<file path="src/hdl/mtseq_defs.vh">
// Register offsets, field positions, event codes and reset values of the trigger sequencer.
`ifndef MTSEQ_DEFS_VH
`define MTSEQ_DEFS_VH
`define MTSEQ_OFF_CTRL      8'h00
`define MTSEQ_OFF_RPT       8'h04
`define MTSEQ_OFF_TIMER     8'h08
`define MTSEQ_OFF_SWEEP     8'h0c
`define MTSEQ_OFF_DELAY     8'h10
`define MTSEQ_OFF_MCONF     8'h14
`define MTSEQ_OFF_STATUS    8'h18
`define MTSEQ_OFF_MASK      8'h1c
`define MTSEQ_OFF_STATE     8'h20
`define MTSEQ_CTRL_ARM_LSB  0
`define MTSEQ_CTRL_TRIG_LSB 3
`define MTSEQ_CTRL_SAMP_LSB 6
`define MTSEQ_CTRL_ACNT_LSB 16
`define MTSEQ_SEL_AUTO      3'h0
`define MTSEQ_SEL_EXT       3'h1
`define MTSEQ_SEL_HOLD      3'h2
`define MTSEQ_SEL_SINGLE    3'h3
`define MTSEQ_SEL_CREQ      3'h4
`define MTSEQ_SEL_TIMER     3'h5
`define MTSEQ_FUNC_DCV      3'h0
`define MTSEQ_FUNC_ACV      3'h1
`define MTSEQ_FUNC_ACDCV    3'h2
`define MTSEQ_FUNC_FREQ     3'h3
`define MTSEQ_FUNC_PER      3'h4
`define MTSEQ_METH_SYNC     2'h1
`define MTSEQ_METH_RNDM     2'h2
`define MTSEQ_ST_DONE       0
`define MTSEQ_ST_FAST       1
`define MTSEQ_ST_REJECT     2
`define MTSEQ_ST_START      3
`define MTSEQ_RST_RPT       16'h0001
`define MTSEQ_RST_TIMER     32'h0000_0001
`define MTSEQ_DELAY_AUTO    32'hffff_ffff
`define MTSEQ_ADLY_BASE     32'h0000_0040
`define MTSEQ_ADLY_RANGE    32'h0000_0010
`define MTSEQ_ADLY_RES      32'h0000_0020
`define MTSEQ_ADLY_ACBW     32'h0000_0100
`endif

</file>
<file path="src/hdl/mtseq_top.v">
// Measurement trigger sequencer with arm, trigger and sample events behind an APB slave.
//
// Our own choices: the APB interface to the registers and the address map.
`timescale 1ns/1ps
`default_nettype none
`include "mtseq_defs.vh"
// How it works
// - A sample event counts only after arm and trigger; one reading per sample event.
// - A consumed single-shot selection turns itself into hold.
// - One single-shot arm occurrence arms the sequencer the programmed repeat count of times; a count of zero arms once.
// - The repeat count applies only when the arm selection is single-shot.
// - Controller event needs empty output buffer, memory off or empty, and a data request.
// - As arm or trigger, repeated data requests within a group are one event.
// - As sample event, every separate data request that comes while a sample is awaited starts one reading.
// - The interval timer spaces readings of a group start to start.
// - An interval shorter than a reading raises trigger-too-fast.
// - Sweep loads interval and count; last written of sweep and count wins.
// - Timer or sweep pacing forces autorange off.
// - Timer or sweep pacing is rejected for AC sync/random, frequency and period.
// - The delay is inserted once, between trigger and first sample of a group.
// - Without a user delay the settling delay follows function, range, resolution, bandwidth.
// - A user delay stays until reset or rewrite; writing minus one restores automatic.
// - The delay register reads the delay now in effect.
// - The external event is a falling edge of the trigger input, usable at any level.
// - With automatic arming and an external trigger each further external edge starts a new group.
module mtseq_top
(
  input  wire        pclk,
  input  wire        presetn,
  input  wire        psel,
  input  wire        penable,
  input  wire        pwrite,
  input  wire [7:0]  paddr,
  input  wire [31:0] pwdata,
  output reg  [31:0] prdata,
  output reg         pready,
  output reg         pslverr,
  input  wire        ext_trig,
  input  wire        data_req,
  input  wire        out_buf_empty,
  input  wire        mem_off_or_empty,
  input  wire        reading_done,
  output reg         reading_start,
  output reg         autorange_en,
  output reg         irq
);

  localparam [4:0] ST_ARM  = 5'h01;
  localparam [4:0] ST_TRIG = 5'h02;
  localparam [4:0] ST_DLY  = 5'h04;
  localparam [4:0] ST_SAMP = 5'h08;
  localparam [4:0] ST_READ = 5'h10;

  reg  [2:0]  arm_event_select;
  reg  [2:0]  trig_sel;
  reg  [2:0]  samp_sel;
  reg  [15:0] arm_count;
  reg  [15:0] readings_per_trigger;
  reg  [31:0] timer_iv;
  reg  [15:0] sweep_iv;
  reg  [15:0] sweep_n;
  reg         sweep_active;
  reg  [31:0] user_dly;
  reg         user_dly_on;
  reg  [2:0]  func;
  reg  [3:0]  range;
  reg  [3:0]  resol;
  reg         acbw;
  reg  [1:0]  acmeth;
  reg         autorange_req;
  reg  [3:0]  status;
  reg  [3:0]  mask;
  reg  [4:0]  state;
  reg  [15:0] arms_left;
  reg  [15:0] rdg_cnt;
  reg  [31:0] dly_cnt;
  reg  [31:0] tmr_cnt;
  reg         tmr_hit;
  reg         single_arm;
  reg         single_trig;
  reg         ext_s1;
  reg         ext_s2;
  reg         ext_s3;
  reg         creq_d;
  reg  [31:0] auto_dly;
  reg  [3:0]  next_status;
  reg  [3:0]  ev_set;
  reg  [31:0] rd_val;
  reg         rd_hit;

  wire        acc      = psel & penable & pready;
  wire        wr       = acc & pwrite;
  wire        ext_fall = ext_s3 & ~ext_s2;
  wire        creq_ok  = out_buf_empty & mem_off_or_empty & data_req;
  wire        creq_ev  = creq_ok & ~creq_d;
  wire        timed    = sweep_active | (samp_sel == `MTSEQ_SEL_TIMER);
  wire [15:0] n_rdg    = sweep_active ? sweep_n : readings_per_trigger;
  wire [31:0] iv       = sweep_active ? {16'h0000, sweep_iv} : timer_iv;
  wire [31:0] dly_now  = user_dly_on ? user_dly : auto_dly;
  wire        no_timer = ((func == `MTSEQ_FUNC_ACV) || (func == `MTSEQ_FUNC_ACDCV)) &&
                         ((acmeth == `MTSEQ_METH_SYNC) || (acmeth == `MTSEQ_METH_RNDM)) ||
                         (func == `MTSEQ_FUNC_FREQ) || (func == `MTSEQ_FUNC_PER);
  wire [7:0]  ctrl_samp_w = {5'h00, pwdata[`MTSEQ_CTRL_SAMP_LSB +: 3]};
  wire        rej_ctrl = wr && (paddr == `MTSEQ_OFF_CTRL) && no_timer &&
                         (ctrl_samp_w[2:0] == `MTSEQ_SEL_TIMER);
  wire        rej_swp  = wr && (paddr == `MTSEQ_OFF_SWEEP) && no_timer;

  // Event decode; every source is an argument so the wires follow it. Hold and timer never fire here.
  function ev_of;
    input [2:0] sel;
    input       single;
    input       ext;
    input       creq;
    begin
      case (sel)
        `MTSEQ_SEL_AUTO:   ev_of = 1'b1;
        `MTSEQ_SEL_EXT:    ev_of = ext;
        `MTSEQ_SEL_SINGLE: ev_of = single;
        `MTSEQ_SEL_CREQ:   ev_of = creq;
        default:           ev_of = 1'b0;
      endcase
    end
  endfunction

  wire arm_ev  = ev_of(arm_event_select, single_arm, ext_fall, creq_ev);
  wire trig_ev = ev_of(trig_sel, single_trig, ext_fall, creq_ev);
  wire samp_ev = timed ? (tmr_hit | (tmr_cnt == 32'h1)) : ev_of(samp_sel, 1'b0, ext_fall, creq_ev);

  // The first stage of the trigger synchroniser only feeds the second one.
  always @(posedge pclk or negedge presetn)
  begin
    if (!presetn)
    begin
      ext_s1 <= 1'b1;
      ext_s2 <= 1'b1;
      ext_s3 <= 1'b1;
      creq_d <= 1'b0;
    end
    else
    begin
      ext_s1 <= ext_trig;
      ext_s2 <= ext_s1;
      ext_s3 <= ext_s2;
      creq_d <= creq_ok;
    end
  end

  // Settling delay is recomputed every cycle into a register, so a setting change shows up one clock later.
  always @(posedge pclk or negedge presetn)
  begin
    if (!presetn)
      auto_dly <= `MTSEQ_ADLY_BASE;
    else
      auto_dly <= `MTSEQ_ADLY_BASE * ({29'h0, func} + 32'h1) + `MTSEQ_ADLY_RANGE * {28'h0, range} +
                  `MTSEQ_ADLY_RES * {28'h0, resol} + (acbw ? `MTSEQ_ADLY_ACBW : 32'h0);
  end

  // Sequencer state machine.
  always @(posedge pclk or negedge presetn)
  begin
    if (!presetn)
    begin
      state            <= ST_ARM;
      arms_left        <= 16'h0000;
      rdg_cnt          <= 16'h0000;
      dly_cnt          <= 32'h0;
      tmr_cnt          <= 32'h0;
      tmr_hit          <= 1'b0;
      reading_start    <= 1'b0;
      arm_event_select <= `MTSEQ_SEL_AUTO;
      trig_sel         <= `MTSEQ_SEL_AUTO;
      samp_sel         <= `MTSEQ_SEL_AUTO;
      arm_count        <= 16'h0001;
      single_arm       <= 1'b0;
      single_trig      <= 1'b0;
    end
    else
    begin
      reading_start <= 1'b0;
      if (tmr_cnt != 32'h0)
        tmr_cnt <= tmr_cnt - 32'h1;
      if (tmr_cnt == 32'h1)
        tmr_hit <= 1'b1;
      case (state)
        ST_ARM:
        begin
          if (arm_ev)
          begin
            if (arm_event_select == `MTSEQ_SEL_SINGLE)
            begin
              arms_left        <= (arm_count == 16'h0) ? 16'h1 : arm_count;
              single_arm       <= 1'b0;
              arm_event_select <= `MTSEQ_SEL_HOLD;
            end
            else
              arms_left <= 16'h0001;
            state <= ST_TRIG;
          end
        end
        ST_TRIG:
        begin
          if (trig_ev)
          begin
            if (trig_sel == `MTSEQ_SEL_SINGLE)
            begin
              single_trig <= 1'b0;
              trig_sel <= `MTSEQ_SEL_HOLD;
            end
            rdg_cnt <= 16'h0000;
            dly_cnt <= dly_now;
            tmr_hit <= 1'b0;
            state   <= ST_DLY;
          end
        end
        ST_DLY:
        begin
          if (dly_cnt == 32'h0)
          begin
            if (timed)
              tmr_hit <= 1'b1;
            state <= ST_SAMP;
          end
          else
            dly_cnt <= dly_cnt - 32'h1;
        end
        ST_SAMP:
        begin
          if (samp_ev)
          begin
            reading_start <= 1'b1;
            tmr_hit       <= 1'b0;
            tmr_cnt       <= (iv == 32'h0) ? 32'h1 : iv;
            state         <= ST_READ;
          end
        end
        ST_READ:
        begin
          if (reading_done)
          begin
            if (rdg_cnt + 16'h1 >= n_rdg)
            begin
              if (arms_left > 16'h1)
              begin
                arms_left <= arms_left - 16'h1;
                state     <= ST_TRIG;
              end
              else
              begin
                arms_left <= 16'h0000;
                state     <= ST_ARM;
              end
            end
            else
            begin
              rdg_cnt <= rdg_cnt + 16'h1;
              state   <= ST_SAMP;
            end
          end
        end
        default:
          state <= ST_ARM;
      endcase
      // A fresh command overrides the hardware switch to hold made in the same cycle.
      if (wr && (paddr == `MTSEQ_OFF_CTRL))
      begin
        arm_event_select <= pwdata[`MTSEQ_CTRL_ARM_LSB +: 3];
        trig_sel         <= pwdata[`MTSEQ_CTRL_TRIG_LSB +: 3];
        if (!rej_ctrl)
          samp_sel <= ctrl_samp_w[2:0];
        arm_count <= pwdata[`MTSEQ_CTRL_ACNT_LSB +: 16];
        single_arm  <= (pwdata[`MTSEQ_CTRL_ARM_LSB +: 3] == `MTSEQ_SEL_SINGLE);
        single_trig <= (pwdata[`MTSEQ_CTRL_TRIG_LSB +: 3] == `MTSEQ_SEL_SINGLE);
      end
    end
  end

  // Configuration registers written over the bus.
  always @(posedge pclk or negedge presetn)
  begin
    if (!presetn)
    begin
      readings_per_trigger <= `MTSEQ_RST_RPT;
      timer_iv             <= `MTSEQ_RST_TIMER;
      sweep_iv             <= 16'h0001;
      sweep_n              <= 16'h0001;
      sweep_active         <= 1'b0;
      user_dly             <= 32'h0;
      user_dly_on          <= 1'b0;
      func                 <= `MTSEQ_FUNC_DCV;
      range                <= 4'h0;
      resol                <= 4'h0;
      acbw                 <= 1'b0;
      acmeth               <= 2'h0;
      autorange_req        <= 1'b1;
      mask                 <= 4'h0;
    end
    else if (wr)
    begin
      case (paddr)
        `MTSEQ_OFF_RPT:
        begin
          readings_per_trigger <= pwdata[15:0];
          sweep_active         <= 1'b0;
        end
        `MTSEQ_OFF_TIMER:
          timer_iv <= pwdata;
        `MTSEQ_OFF_SWEEP:
        begin
          if (!rej_swp)
          begin
            sweep_iv     <= pwdata[31:16];
            sweep_n      <= pwdata[15:0];
            sweep_active <= 1'b1;
          end
        end
        `MTSEQ_OFF_DELAY:
        begin
          user_dly_on <= (pwdata != `MTSEQ_DELAY_AUTO);
          user_dly    <= pwdata;
        end
        `MTSEQ_OFF_MCONF:
        begin
          func          <= pwdata[2:0];
          acmeth        <= pwdata[5:4];
          range         <= pwdata[11:8];
          resol         <= pwdata[15:12];
          acbw          <= pwdata[16];
          autorange_req <= pwdata[17];
        end
        `MTSEQ_OFF_MASK:
          mask <= pwdata[3:0];
        default:
          mask <= mask;
      endcase
    end
  end

  // Sticky events: a set in the clearing cycle survives the write of one.
  always @*
  begin
    ev_set                   = 4'h0;
    ev_set[`MTSEQ_ST_DONE]   = (state == ST_READ) && reading_done && (rdg_cnt + 16'h1 >= n_rdg);
    ev_set[`MTSEQ_ST_FAST]   = (state == ST_READ) && timed && (tmr_cnt == 32'h1);
    ev_set[`MTSEQ_ST_REJECT] = rej_ctrl | rej_swp;
    ev_set[`MTSEQ_ST_START]  = reading_start;
    next_status              = status;
    if (wr && (paddr == `MTSEQ_OFF_STATUS))
      next_status = status & ~pwdata[3:0];
    next_status = next_status | ev_set;
  end

  always @(posedge pclk or negedge presetn)
  begin
    if (!presetn)
    begin
      status       <= 4'h0;
      irq          <= 1'b0;
      autorange_en <= 1'b0;
    end
    else
    begin
      status       <= next_status;
      irq          <= |(next_status & mask);
      autorange_en <= autorange_req & ~timed;
    end
  end

  // Read mux; unmapped addresses answer with an error and zero data.
  always @*
  begin
    rd_hit = 1'b1;
    rd_val = 32'h0;
    case (paddr)
      `MTSEQ_OFF_CTRL:   rd_val = {arm_count, 7'h00, samp_sel, trig_sel, arm_event_select};
      `MTSEQ_OFF_RPT:    rd_val = {16'h0000, readings_per_trigger};
      `MTSEQ_OFF_TIMER:  rd_val = timer_iv;
      `MTSEQ_OFF_SWEEP:  rd_val = {sweep_iv, sweep_n};
      `MTSEQ_OFF_DELAY:  rd_val = dly_now;
      `MTSEQ_OFF_MCONF:  rd_val = {14'h0, autorange_req, acbw, resol, range, 2'h0, acmeth, 1'b0, func};
      `MTSEQ_OFF_STATUS: rd_val = {28'h0, status};
      `MTSEQ_OFF_MASK:   rd_val = {28'h0, mask};
      `MTSEQ_OFF_STATE:  rd_val = {arms_left, rdg_cnt[10:0], state};
      default:           rd_hit = 1'b0;
    endcase
  end

  // One-cycle access phase: ready is raised for the cycle after setup.
  always @(posedge pclk or negedge presetn)
  begin
    if (!presetn)
    begin
      pready  <= 1'b0;
      pslverr <= 1'b0;
      prdata  <= 32'h0;
    end
    else
    begin
      pready  <= psel & ~penable;
      pslverr <= psel & ~penable & ~rd_hit;
      prdata  <= (psel & ~penable & ~pwrite) ? rd_val : 32'h0;
    end
  end

endmodule // mtseq_top
`default_nettype wire

</file>
<file path="config.mk">
export PLATFORM = sky130hd
export DESIGN_NAME = mtseq_top
export DESIGN_NICKNAME = d
export VERILOG_FILES = /design/src/hdl/mtseq_top.v
export VERILOG_INCLUDE_DIRS = /design/src /design/src/hdl
export SDC_FILE = /design/constraint.sdc
export NUM_CORES = 1
export LEC_CHECK = 0
export BUFFER_PORTS_ARGS = -buffer_cell sky130_fd_sc_hd__buf_2
export CAP_MARGIN = 10
export CORE_ASPECT_RATIO = 1.25
export CORE_MARGIN = 2
export CORE_UTILIZATION = 25
export DETAILED_ROUTE_END_ITERATION = 6
export PLACE_DENSITY = 0.39
export SLEW_MARGIN = 20
export SYNTH_ARGS = -nofsm -noshare
export SYNTH_HDL_FRONTEND = slang
export SYNTH_SLANG_ARGS = --single-unit
</file>
<file path="constraint.sdc">
create_clock -name pclk -period 3.9 [get_ports pclk]
set_input_delay 0.39 -clock pclk [delete_from_list [all_inputs] [get_ports pclk]]
set_output_delay 0.39 -clock pclk [all_outputs]
set_load 0.1 [all_outputs]
</file>
After elaboration in Yosys (flattened, before gate mapping)
Index checks and enable logic that the tools add are counted.
{ "word_totals": {"reg_bits": 320, "out_inout_bits": 37, "word_cells": 229, "in_bits": 50} }
{ "classes": {"reduce_logical": 49, "bitwise": 26, "eq_ne": 42, "mux": 64, "order_cmp": 2, "addsub": 8} }
{ "ops": {"columns": ["cell", "n"], "rows": [
  ["32-bit 2-to-1 mux", 9],
  ["32-bit one-hot mux with 9 select lines", 1],
  ["16-bit 2-to-1 mux", 10],
  ["32-bit zero test", 2],
  ["16-bit one-hot mux with 2 select lines", 2],
  ["32-bit one-hot mux with 2 select lines", 1],
  ["32-bit by 1-bit subtractor with 32-bit output (second input constant)", 2],
  ["32-bit by 1-bit == test with 1-bit output (second input constant)", 1],
  ["8-bit by 5-bit == test with 1-bit output (second input constant)", 4],
  ["32-bit inequality test (second input constant)", 1],
  ["32-bit nonzero test", 1],
  ["5-bit 2-to-1 mux", 6],
  ["5-bit one-hot mux with 5 select lines", 1],
  ["3-bit 2-to-1 mux", 8],
  ["2-bit nonzero test", 10],
  ["3-bit by 2-bit == test with 1-bit output (second input constant)", 6],
  ["3-bit == test (second input constant)", 6],
  ["1-bit 2-to-1 mux", 18],
  ["16-bit by 1-bit adder with 16-bit output (second input constant)", 1],
  ["8-bit by 4-bit == test with 1-bit output (second input constant)", 2],
  ["16-bit greater-or-equal comparator", 1],
  ["16-bit by 1-bit greater-than comparator with 1-bit output (second input constant)", 1],
  ["16-bit zero test", 1],
  ["2-bit inequality test (second input constant)", 8],
  ["other kinds (38)", 88]
]} }

Depth between registers and ports, before layout
Gate-level depths: netlist of run 1.
{ "depth": {"word_depth": 11, "depth_mapped": 15, "depth_no_buf": 12} }

Worst setup path after synthesis of run 1
OpenSTA, ideal clock, no wires.
{ "synth_timing": {"kind": "register to register", "from": "register sweep_active", "to": "register arms_left[15]", "arrival_time_ns": 3.498, "setup_time_ns": 0.137, "stages_incl_launch_ff": 13, "required_ns": 3.763, "period_less_slack_ns": 3.634, "path_buffers": 5, "path_slack_ns": 0.266, "cell_sequence": "dfrtp_1 > buf_2 > buf_1 > buf_1 > mux2i_1 > ha_1 > nand4_1 > or4_1 > nand3_1 > buf_2 > buf_1 > o211ai_1 > o2bb2ai_1"} }
{ "synth_between": {"elab_chain_cells": 4} }
{ "synth_rtl": {"columns": ["item", "line_no", "text"], "rows": [
  ["from (decl)", "mtseq_top.v:62", "reg sweep_active;"],
  ["from (signal assigned)", "mtseq_top.v:286", "sweep_active <= 1'b0;"],
  ["from (signal assigned)", "mtseq_top.v:303", "sweep_active <= 1'b0;"],
  ["from (signal assigned)", "mtseq_top.v:313", "sweep_active <= 1'b1;"],
  ["16-bit 2-to-1 mux", "mtseq_top.v:97", "wire [15:0] n_rdg = sweep_active ? sweep_n : readings_per_trigger;"],
  ["16-bit greater-or-equal comparator", "mtseq_top.v:240", "if (rdg_cnt + 16'h1 >= n_rdg)"],
  ["2-bit by 1-bit inequality test with 1-bit output (no source line)", null, null],
  ["4-bit AND reduction (no source line)", null, null],
  ["to (signal assigned)", "mtseq_top.v:191", "arms_left <= (arm_count == 16'h0) ? 16'h1 : arm_count;"],
  ["to (signal assigned)", "mtseq_top.v:244", "arms_left <= arms_left - 16'h1;"],
  ["to (decl)", "mtseq_top.v:74", "reg [15:0] arms_left;"]
]} }
No other way between the ends.
A chain may end at the register's enable or synchronous reset.

Final worst setup path of run 1
{ "layout_timing": {"from": "register rdg_cnt[3]", "to": "register arms_left[13]"} }
{ "layout_between": {"elab_chain_cells": 4} }
{ "layout_rtl": {"columns": ["item", "line_no", "text"], "rows": [
  ["from (decl)", "mtseq_top.v:75", "reg [15:0] rdg_cnt;"],
  ["from (signal assigned)", "mtseq_top.v:255", "rdg_cnt <= rdg_cnt + 16'h1;"],
  ["16-bit by 1-bit adder with 16-bit output", "mtseq_top.v:240", null],
  ["16-bit greater-or-equal comparator", "mtseq_top.v:240", null],
  ["2-bit by 1-bit inequality test with 1-bit output (no source line)", null, null],
  ["4-bit AND reduction (no source line)", null, null]
]} }
No other way between the ends.

==> results of run 1 <==
-- report_power, final --
group	internal, mW	switching [mW]	leakage [nW]
Sequential	3.51	0.282	4.22
Combinational	0.564	1.02	3.42
Clock	2.50	1.53	0.700
Total	6.57	2.83	8.34
-- cell usage in the layout (no fill, tap or decap), types with 43 or more instances in the layout --
cell type,instances
dfrtp_1,302
nor3_1,43
o21ai_1,58
nand2_1,132
mux2i_1,48
a21oi_1,85
nand3_1,51
buf_2,85
mux2_2,139
a22oi_1,57
nor2_1,80
-- metrics by stage --
step                setup slack [ns]  power, mW  instance area (um^2)
floorplan                      0.266       4.81                 16500
global placement               0.121       5.39                 18100
finish                         0.335       9.41                 19500
global route                  0.0143       9.86                 19500
CTS                            0.137       9.53                 19500
detailed placement             0.174       5.41                 18100
-- synthesized netlist by cell type, types with 8 or more instances --
| library cell | number | share of area (%) |
|---|---|---|
| or4_1 | 8 | 0.36 |
| mux2_2 | 139 | 9.5 |
| nor3_1 | 44 | 1.3 |
| nand3_1 | 52 | 1.6 |
| a22o_1 | 15 | 0.80 |
| o21ai_0 | 24 | 0.73 |
| clkbuf_1 | 62 | 1.4 |
| mux2i_1 | 48 | 2.9 |
| buf_2 | 15 | 0.45 |
| o21ai_1 | 58 | 1.8 |
| buf_1 | 8 | 0.18 |
| nor2b_1 | 8 | 0.30 |
| nand4_1 | 21 | 0.80 |
| nand2b_1 | 8 | 0.30 |
| dfrtp_1 | 303 | 46 |
| nor4_1 | 27 | 1.0 |
| ha_1 | 33 | 2.5 |
| a22oi_1 | 57 | 2.6 |
| o211ai_1 | 8 | 0.36 |
| dfstp_2 | 11 | 1.7 |
| a222oi_1 | 23 | 1.4 |
| xor2_1 | 26 | 1.4 |
| inv_1 | 40 | 0.91 |
| and3_1 | 15 | 0.57 |
| nand2_1 | 132 | 3.0 |
| or3_1 | 12 | 0.45 |
| xnor2_1 | 19 | 1.0 |
| a21oi_1 | 86 | 2.6 |
| nor2_1 | 84 | 1.9 |
| a31oi_1 | 23 | 0.87 |
| o2bb2ai_1 | 18 | 0.95 |
-- per-layer routing --
metal	wire length [um]	vias up	share of wire, %
met5	0	-	0
met4	2400	0	3.7
met3	2860	103	4.4
met2	31200	405	48
met1	28300	6919	44
li1	-	6099	-
-- state kept, by name, indices dropped and copies added (netlist names), 4 cells and up --
name	cells
sweep_iv	16
mask	4
prdata	32
tmr_cnt	32
timer_iv	32
status	4
dly_cnt	32
rdg_cnt	16
user_dly	32
auto_dly	7
sweep_n	16
state	5
resol	4
range	4
readings_per_trigger	16
arm_count	16
arms_left	16
-- logic make-up after synthesis --
| family | after synthesis | share of synthesized area, % |
|---|---|---|
| XOR/XNOR | 45 | 2.39 |
| AND/OR/NAND/NOR | 461 | 14.5 |
| AO/OA/AOI/OAI | 395 | 16.3 |
| multiplexers | 192 | 12.8 |
| buffers and inverters | 133 | 3.33 |
| adder cells (fa/ha/maj) | 37 | 2.98 |
| flip-flops | 314 | 47.6 |
-- how the worst max path moves through the flow --
| stage | startpoint | depth (start not counted) | endpoint |
|---|---|---|---|
| global placement | rdg_cnt[3]$_DFFE_PN0P_ | 12 | rdg_cnt[0]$_DFFE_PN0P_ |
| CTS | rdg_cnt[4]$_DFFE_PN0P_ | 12 | rdg_cnt[0]$_DFFE_PN0P_ |
| finish | rdg_cnt[3]$_DFFE_PN0P_ | 13 | arms_left[13]$_DFFE_PN0P_ |
| global route | rdg_cnt[4]$_DFFE_PN0P_ | 13 | arms_left[14]$_DFFE_PN0P_ |
| floorplan | sweep_active$_DFFE_PN0P_ | 12 | arms_left[15]$_DFFE_PN0P_ |
| detailed placement | rdg_cnt[3]$_DFFE_PN0P_ | 12 | rdg_cnt[0]$_DFFE_PN0P_ |
-- area by class of cell --
| class | instances | area share [%] |
|---|---|---|
| tap | 856 | 5.49 |
| inverter | 41 | 0.788 |
| timing repair buffer | 133 | 4.50 |
| multi-input combinational | 1130 | 41.7 |
| antenna | 3 | 0.0384 |
| clock buffer | 56 | 6.06 |
| sequential | 314 | 40.3 |
| clock inverter | 14 | 1.15 |
-- repair_timing --
action	4_1_cts	5_1_grt
gates resized for setup	0	2
hold buffers	3	0
hold endpoints to repair	84	0
endpoints found under the setup margin	0	15
==> run metrics, run 1 <==
routability cong.=0.920; Overall Global Routing Usage=19.1%; gr ovfl total=0; fmax=280 MHz; YS warnings=0; min Tclk post-route=3.57 ns; non-filler cells, final=2547; R2R cell count=13; vias in the first global route=13600; kind of critical path=register to register; Worst-Skew Late Latency=0.57 ns; GRT Max-Usage Layer=met2; PD cells=482 nW/um^2; WHS Endpoint=creq_d$_DFF_PN0_; delay-heaviest family, CP=simple AND/OR/NAND/NOR gates; worst path bufs/invs=3; hold depth=2; Final #Nets=1746; clk sinks=314; fillers=6790; CTS tree=yes; cell area after synthesis=16500 um^2; Final Max Slew Viols=0; synthesized flop and latch total=314; grt met2 use=31.7%; commonest register cell after synthesis=dfrtp_1; H-tree depth=2; Tcrit/Tclk final=91.4%; worst hold path type=input port to register; worst slew pin tran=0.988 ns; Hold WS=0.0940 ns; die footprint=68200 um^2; # setup viols final=0; root buffer cell=clkbuf_16; Distinct cells, synth=85; Hold Fails Final Rpt=0; Total Wirelength=64.8 mm; RSZ-0062 raised after global routing=false; Mapped Cells=1577; crit path launch type=register; layout cells sized above 1=22.3%; CTS buffer count=39; fin util=29.8%; Area Growth Syn to Fin=18.2%; Leak=8.34 nW; Max Cap Viol=0; HP Start=mem_off_or_empty; area of the multi-input gates=8140 um^2; Reg area=7870 um^2; grt met1 use=25.2%; DR pass1 iterations=6; Vias=13500; number of synthesized flops with an enable pin=0; die height=291 um; Worst path max stage delay=0.55 ns; pin count of the biggest net entering global routing=91; initial DRC count=1063; CP arrival=4.04 ns; r2r endpoint=arms_left[13]$_DFFE_PN0P_; nature of the critical path endpoint=register; width of the die=234 um; initial antenna violation count=0; Vias/cell=5.31; Post-Syn Nets=1664; CORE AREA=65600 um^2; post-DP HPWL=47.5 mm; final antenna-violating net count=0; outcome=finished, final reports clean; Top-Level Pins=87; Async S/R FF share, synth=100%; Reg clk slew, reported paths=0.06 ns; placed insts=2471; GR Layer Usage met3=2.67%; slowest cell on the critical path=or4_1; Port Buffers=86; Clock Path Buffers=3; row cnt=105; crit-path cells=and4_1 > nand4_1 > buf_4 > or2_2 > xnor2_1 > ha_1 > nand4_1 > or4_1 > nand3_1 > buf_6 > o21ai_1 > buf_4 > o2bb2ai_1; Post-CTS Setup Bufs=0; WP data required=4.37 ns; drt wl/cell=25.5 um; largest fanout on the critical path=21; Avg Inst Size Synth=10.5 um^2; initial core utilization=25.2%; Max-slew headroom=34.1%; first-pass GRT wire length=95.6 mm; sequential share of the synthesized area=47.6%; R2R Setup Slk=0.33 ns; Worst Skew=0.0204 ns; Post-route DRC=0; r2r startpoint=rdg_cnt[3]$_DFFE_PN0P_; Setup TNS=0 ns; Peak VDD IR=0.000316 V
(Power assumes the default switching activity.)
==> run 2: changes to the inputs <==
- PLACE_DENSITY: 0.39 -> 0.37
- clock period: 3.9 -> 4.3 ns (I/O delays scaled with it)
==> run 2 against run 1 <==
Setup slack better by 0.074 ns. Flip-flop and latch count stayed put. Sequential share of layout area is 0.43 points higher. Non-clock buffer count shrank 5. The run now ends with design-rule violations left. Global-route usage rose by 0.63 points. Critical path type unchanged. Largest cell class unchanged. First-iteration DRC count up 17%. Clock-buffer cell count shrank 2.
==> run metrics, run 2 (synthesized netlist as in run 1, its figures left out) <==
Clk pwr share=41.3%; most common cell after layout, fill and taps aside=dfrtp_1; Vias=13500; CTS buffer count=39; Vias/cell=5.33; hold depth=2; nature of the critical path endpoint=register; Reg clk slew, reported paths=0.06 ns; NetSw=2.60 mW; min Tclk post-route=3.89 ns; Overall Global Routing Usage=19.7%; antenna diode count=0; HP Start=penable; worst slew pin tran=1.15 ns; Top-Level Pins=87; DR pass1 iterations=7; r2r startpoint=rdg_cnt[2]$_DFFE_PN0P_; WP data required=4.80 ns; R2R Setup Slk=0.41 ns; Worst-Skew Late Latency=0.57 ns; Leak=8.23 nW; die footprint=68200 um^2; gr ovfl total=0; post-DP HPWL=49.0 mm; R2R cell count=12; routability cong.=0.866; CTS tree=yes; largest fanout on the critical path=12; Worst Skew=0.0176 ns; vias in the first global route=13600; crit path launch type=register; # setup viols final=0; fin util=29.5%; Tcrit/Tclk final=90.5%; Clock Path Buffers=3; outcome=complete, but fails checks; Area Growth Syn to Fin=16.9%; failing checks=design-rule violations; Setup TNS=0 ns; die height=291 um; WHS Endpoint=pready$_DFF_PN0_; Hold Fails Final Rpt=0; total internal power=5.71 mW; Total Wirelength=67.2 mm; row cnt=105; initial DRC count=1242; RSZ-0062 raised after global routing=false; drt wl/cell=26.5 um; Final Max Slew Viols=0; r2r endpoint=rdg_cnt[0]$_DFFE_PN0P_; H-tree depth=2; kind of critical path=register to register; width of the die=234 um; CORE AREA=65600 um^2; switch share=31.3%; Resized cells post-CTS=0; first-pass GRT wire length=98.0 mm; Final #Nets=1741; commonest non-fill, non-tap cells in the layout=dfrtp_1, mux2_2, nand2_1; final antenna-violating net count=0; pin count of the biggest net entering global routing=98; Post-route DRC=1; Final Power=8.31 mW; CP arrival=4.39 ns; worst hold path type=input port to register; Max Cap Viol=0; initial antenna violation count=2; sequential share of power=41.4%; clk sinks=314; Comb pwr share=17.3%; root buffer cell=clkbuf_16; Port Buffers=86; Max-slew headroom=23.3%; initial core utilization=25.2%; fmax=257 MHz; Peak VDD IR=0.000226 V; layout cells sized above 1=21.8%; PD cells=430 nW/um^2
[run 2: cell count changes in the layout (fill, tap and decap cells not counted), sizes merged, moves of 2 or more]
cell | previous run | this run
diode | 3 | 0
buf | 130 | 126
clkinvlp | 0 | 2
bufinv | 6 | 4
clkbuf | 56 | 54
clkinv | 7 | 9
[run 2: worst max-delay path, cell delays in order (launching register included)]
cell and delay [ns]:
dfrtp_1 0.48, and4_1 0.27, nand4_1 0.21, nor2_1 0.21, nand3_1 0.11, xnor2_1 0.24, ha_1 0.29, a21oi_1 0.15
o21ai_0 0.16, nor3_1 0.33, nand3_1 0.14, a21oi_1 0.92, mux2_2 0.31
[run 2: how the worst max path moves through the flow]
stage                                end  depth (start not counted)                      from
6_report          rdg_cnt[0]$_DFFE_PN0P_                         12    rdg_cnt[2]$_DFFE_PN0P_
4_1_cts           rdg_cnt[0]$_DFFE_PN0P_                         12    rdg_cnt[2]$_DFFE_PN0P_
3_5_place_dp      rdg_cnt[0]$_DFFE_PN0P_                         12    rdg_cnt[2]$_DFFE_PN0P_
3_3_place_gp      rdg_cnt[0]$_DFFE_PN0P_                         12    rdg_cnt[2]$_DFFE_PN0P_
5_1_grt           rdg_cnt[0]$_DFFE_PN0P_                         12    rdg_cnt[2]$_DFFE_PN0P_
2_1_floorplan  arms_left[15]$_DFFE_PN0P_                         12  sweep_active$_DFFE_PN0P_
[run 2: cell type report]
| cell class | instances | area, um^2 |
|---|---|---|
| Inverter | 41 | 154 |
| Clock inverter | 15 | 180 |
| Timing Repair Buffer | 128 | 798 |
| Tap cell | 856 | 1070 |
| Multi-Input combinational cell | 1130 | 8140 |
| Clock buffer | 54 | 1100 |
| Sequential cell | 314 | 7870 |
| Fill cell | 6801 | 46200 |
[run 2: power by group through the flow]
stage                     clock network (mW)  registers, mW  logic (mW)
after detailed placement                   0           3.48        1.43
after CTS                               3.54           3.44        1.44
final                                   3.43           3.44        1.44
after floorplan                            0           3.42       0.940
after global routing                    3.63           3.48        1.59
after global placement                     0           3.48        1.42
[run 2: metrics by stage]
step	setup slack (ns)	cell area, um^2	instances	hold WS, ns
final	0.409	19300	2538	0.0648
after detailed placement	0.545	18000	2467	0.348
after floorplan	0.666	16500	1577	0.134
after global placement	0.564	18000	2467	0.348
after CTS	0.492	19300	2538	0.0249
after global routing	0.163	19300	2538	0.0671
[run 2: timing repair]
action / CTS / global route
setup endpoints to repair: 0 / 0
endpoints found under the hold margin: 92 / 0
setup buffers: 0 / 0
hold buffers: 2 / 0
[run 2: layer usage]
layer / track usage [%] / part of all wire, %
met1: 26.0 / 43
met2: 32.4 / 48
met3: 2.47 / 4.5
met4: 8.24 / 4.5
met5: 0 / 0
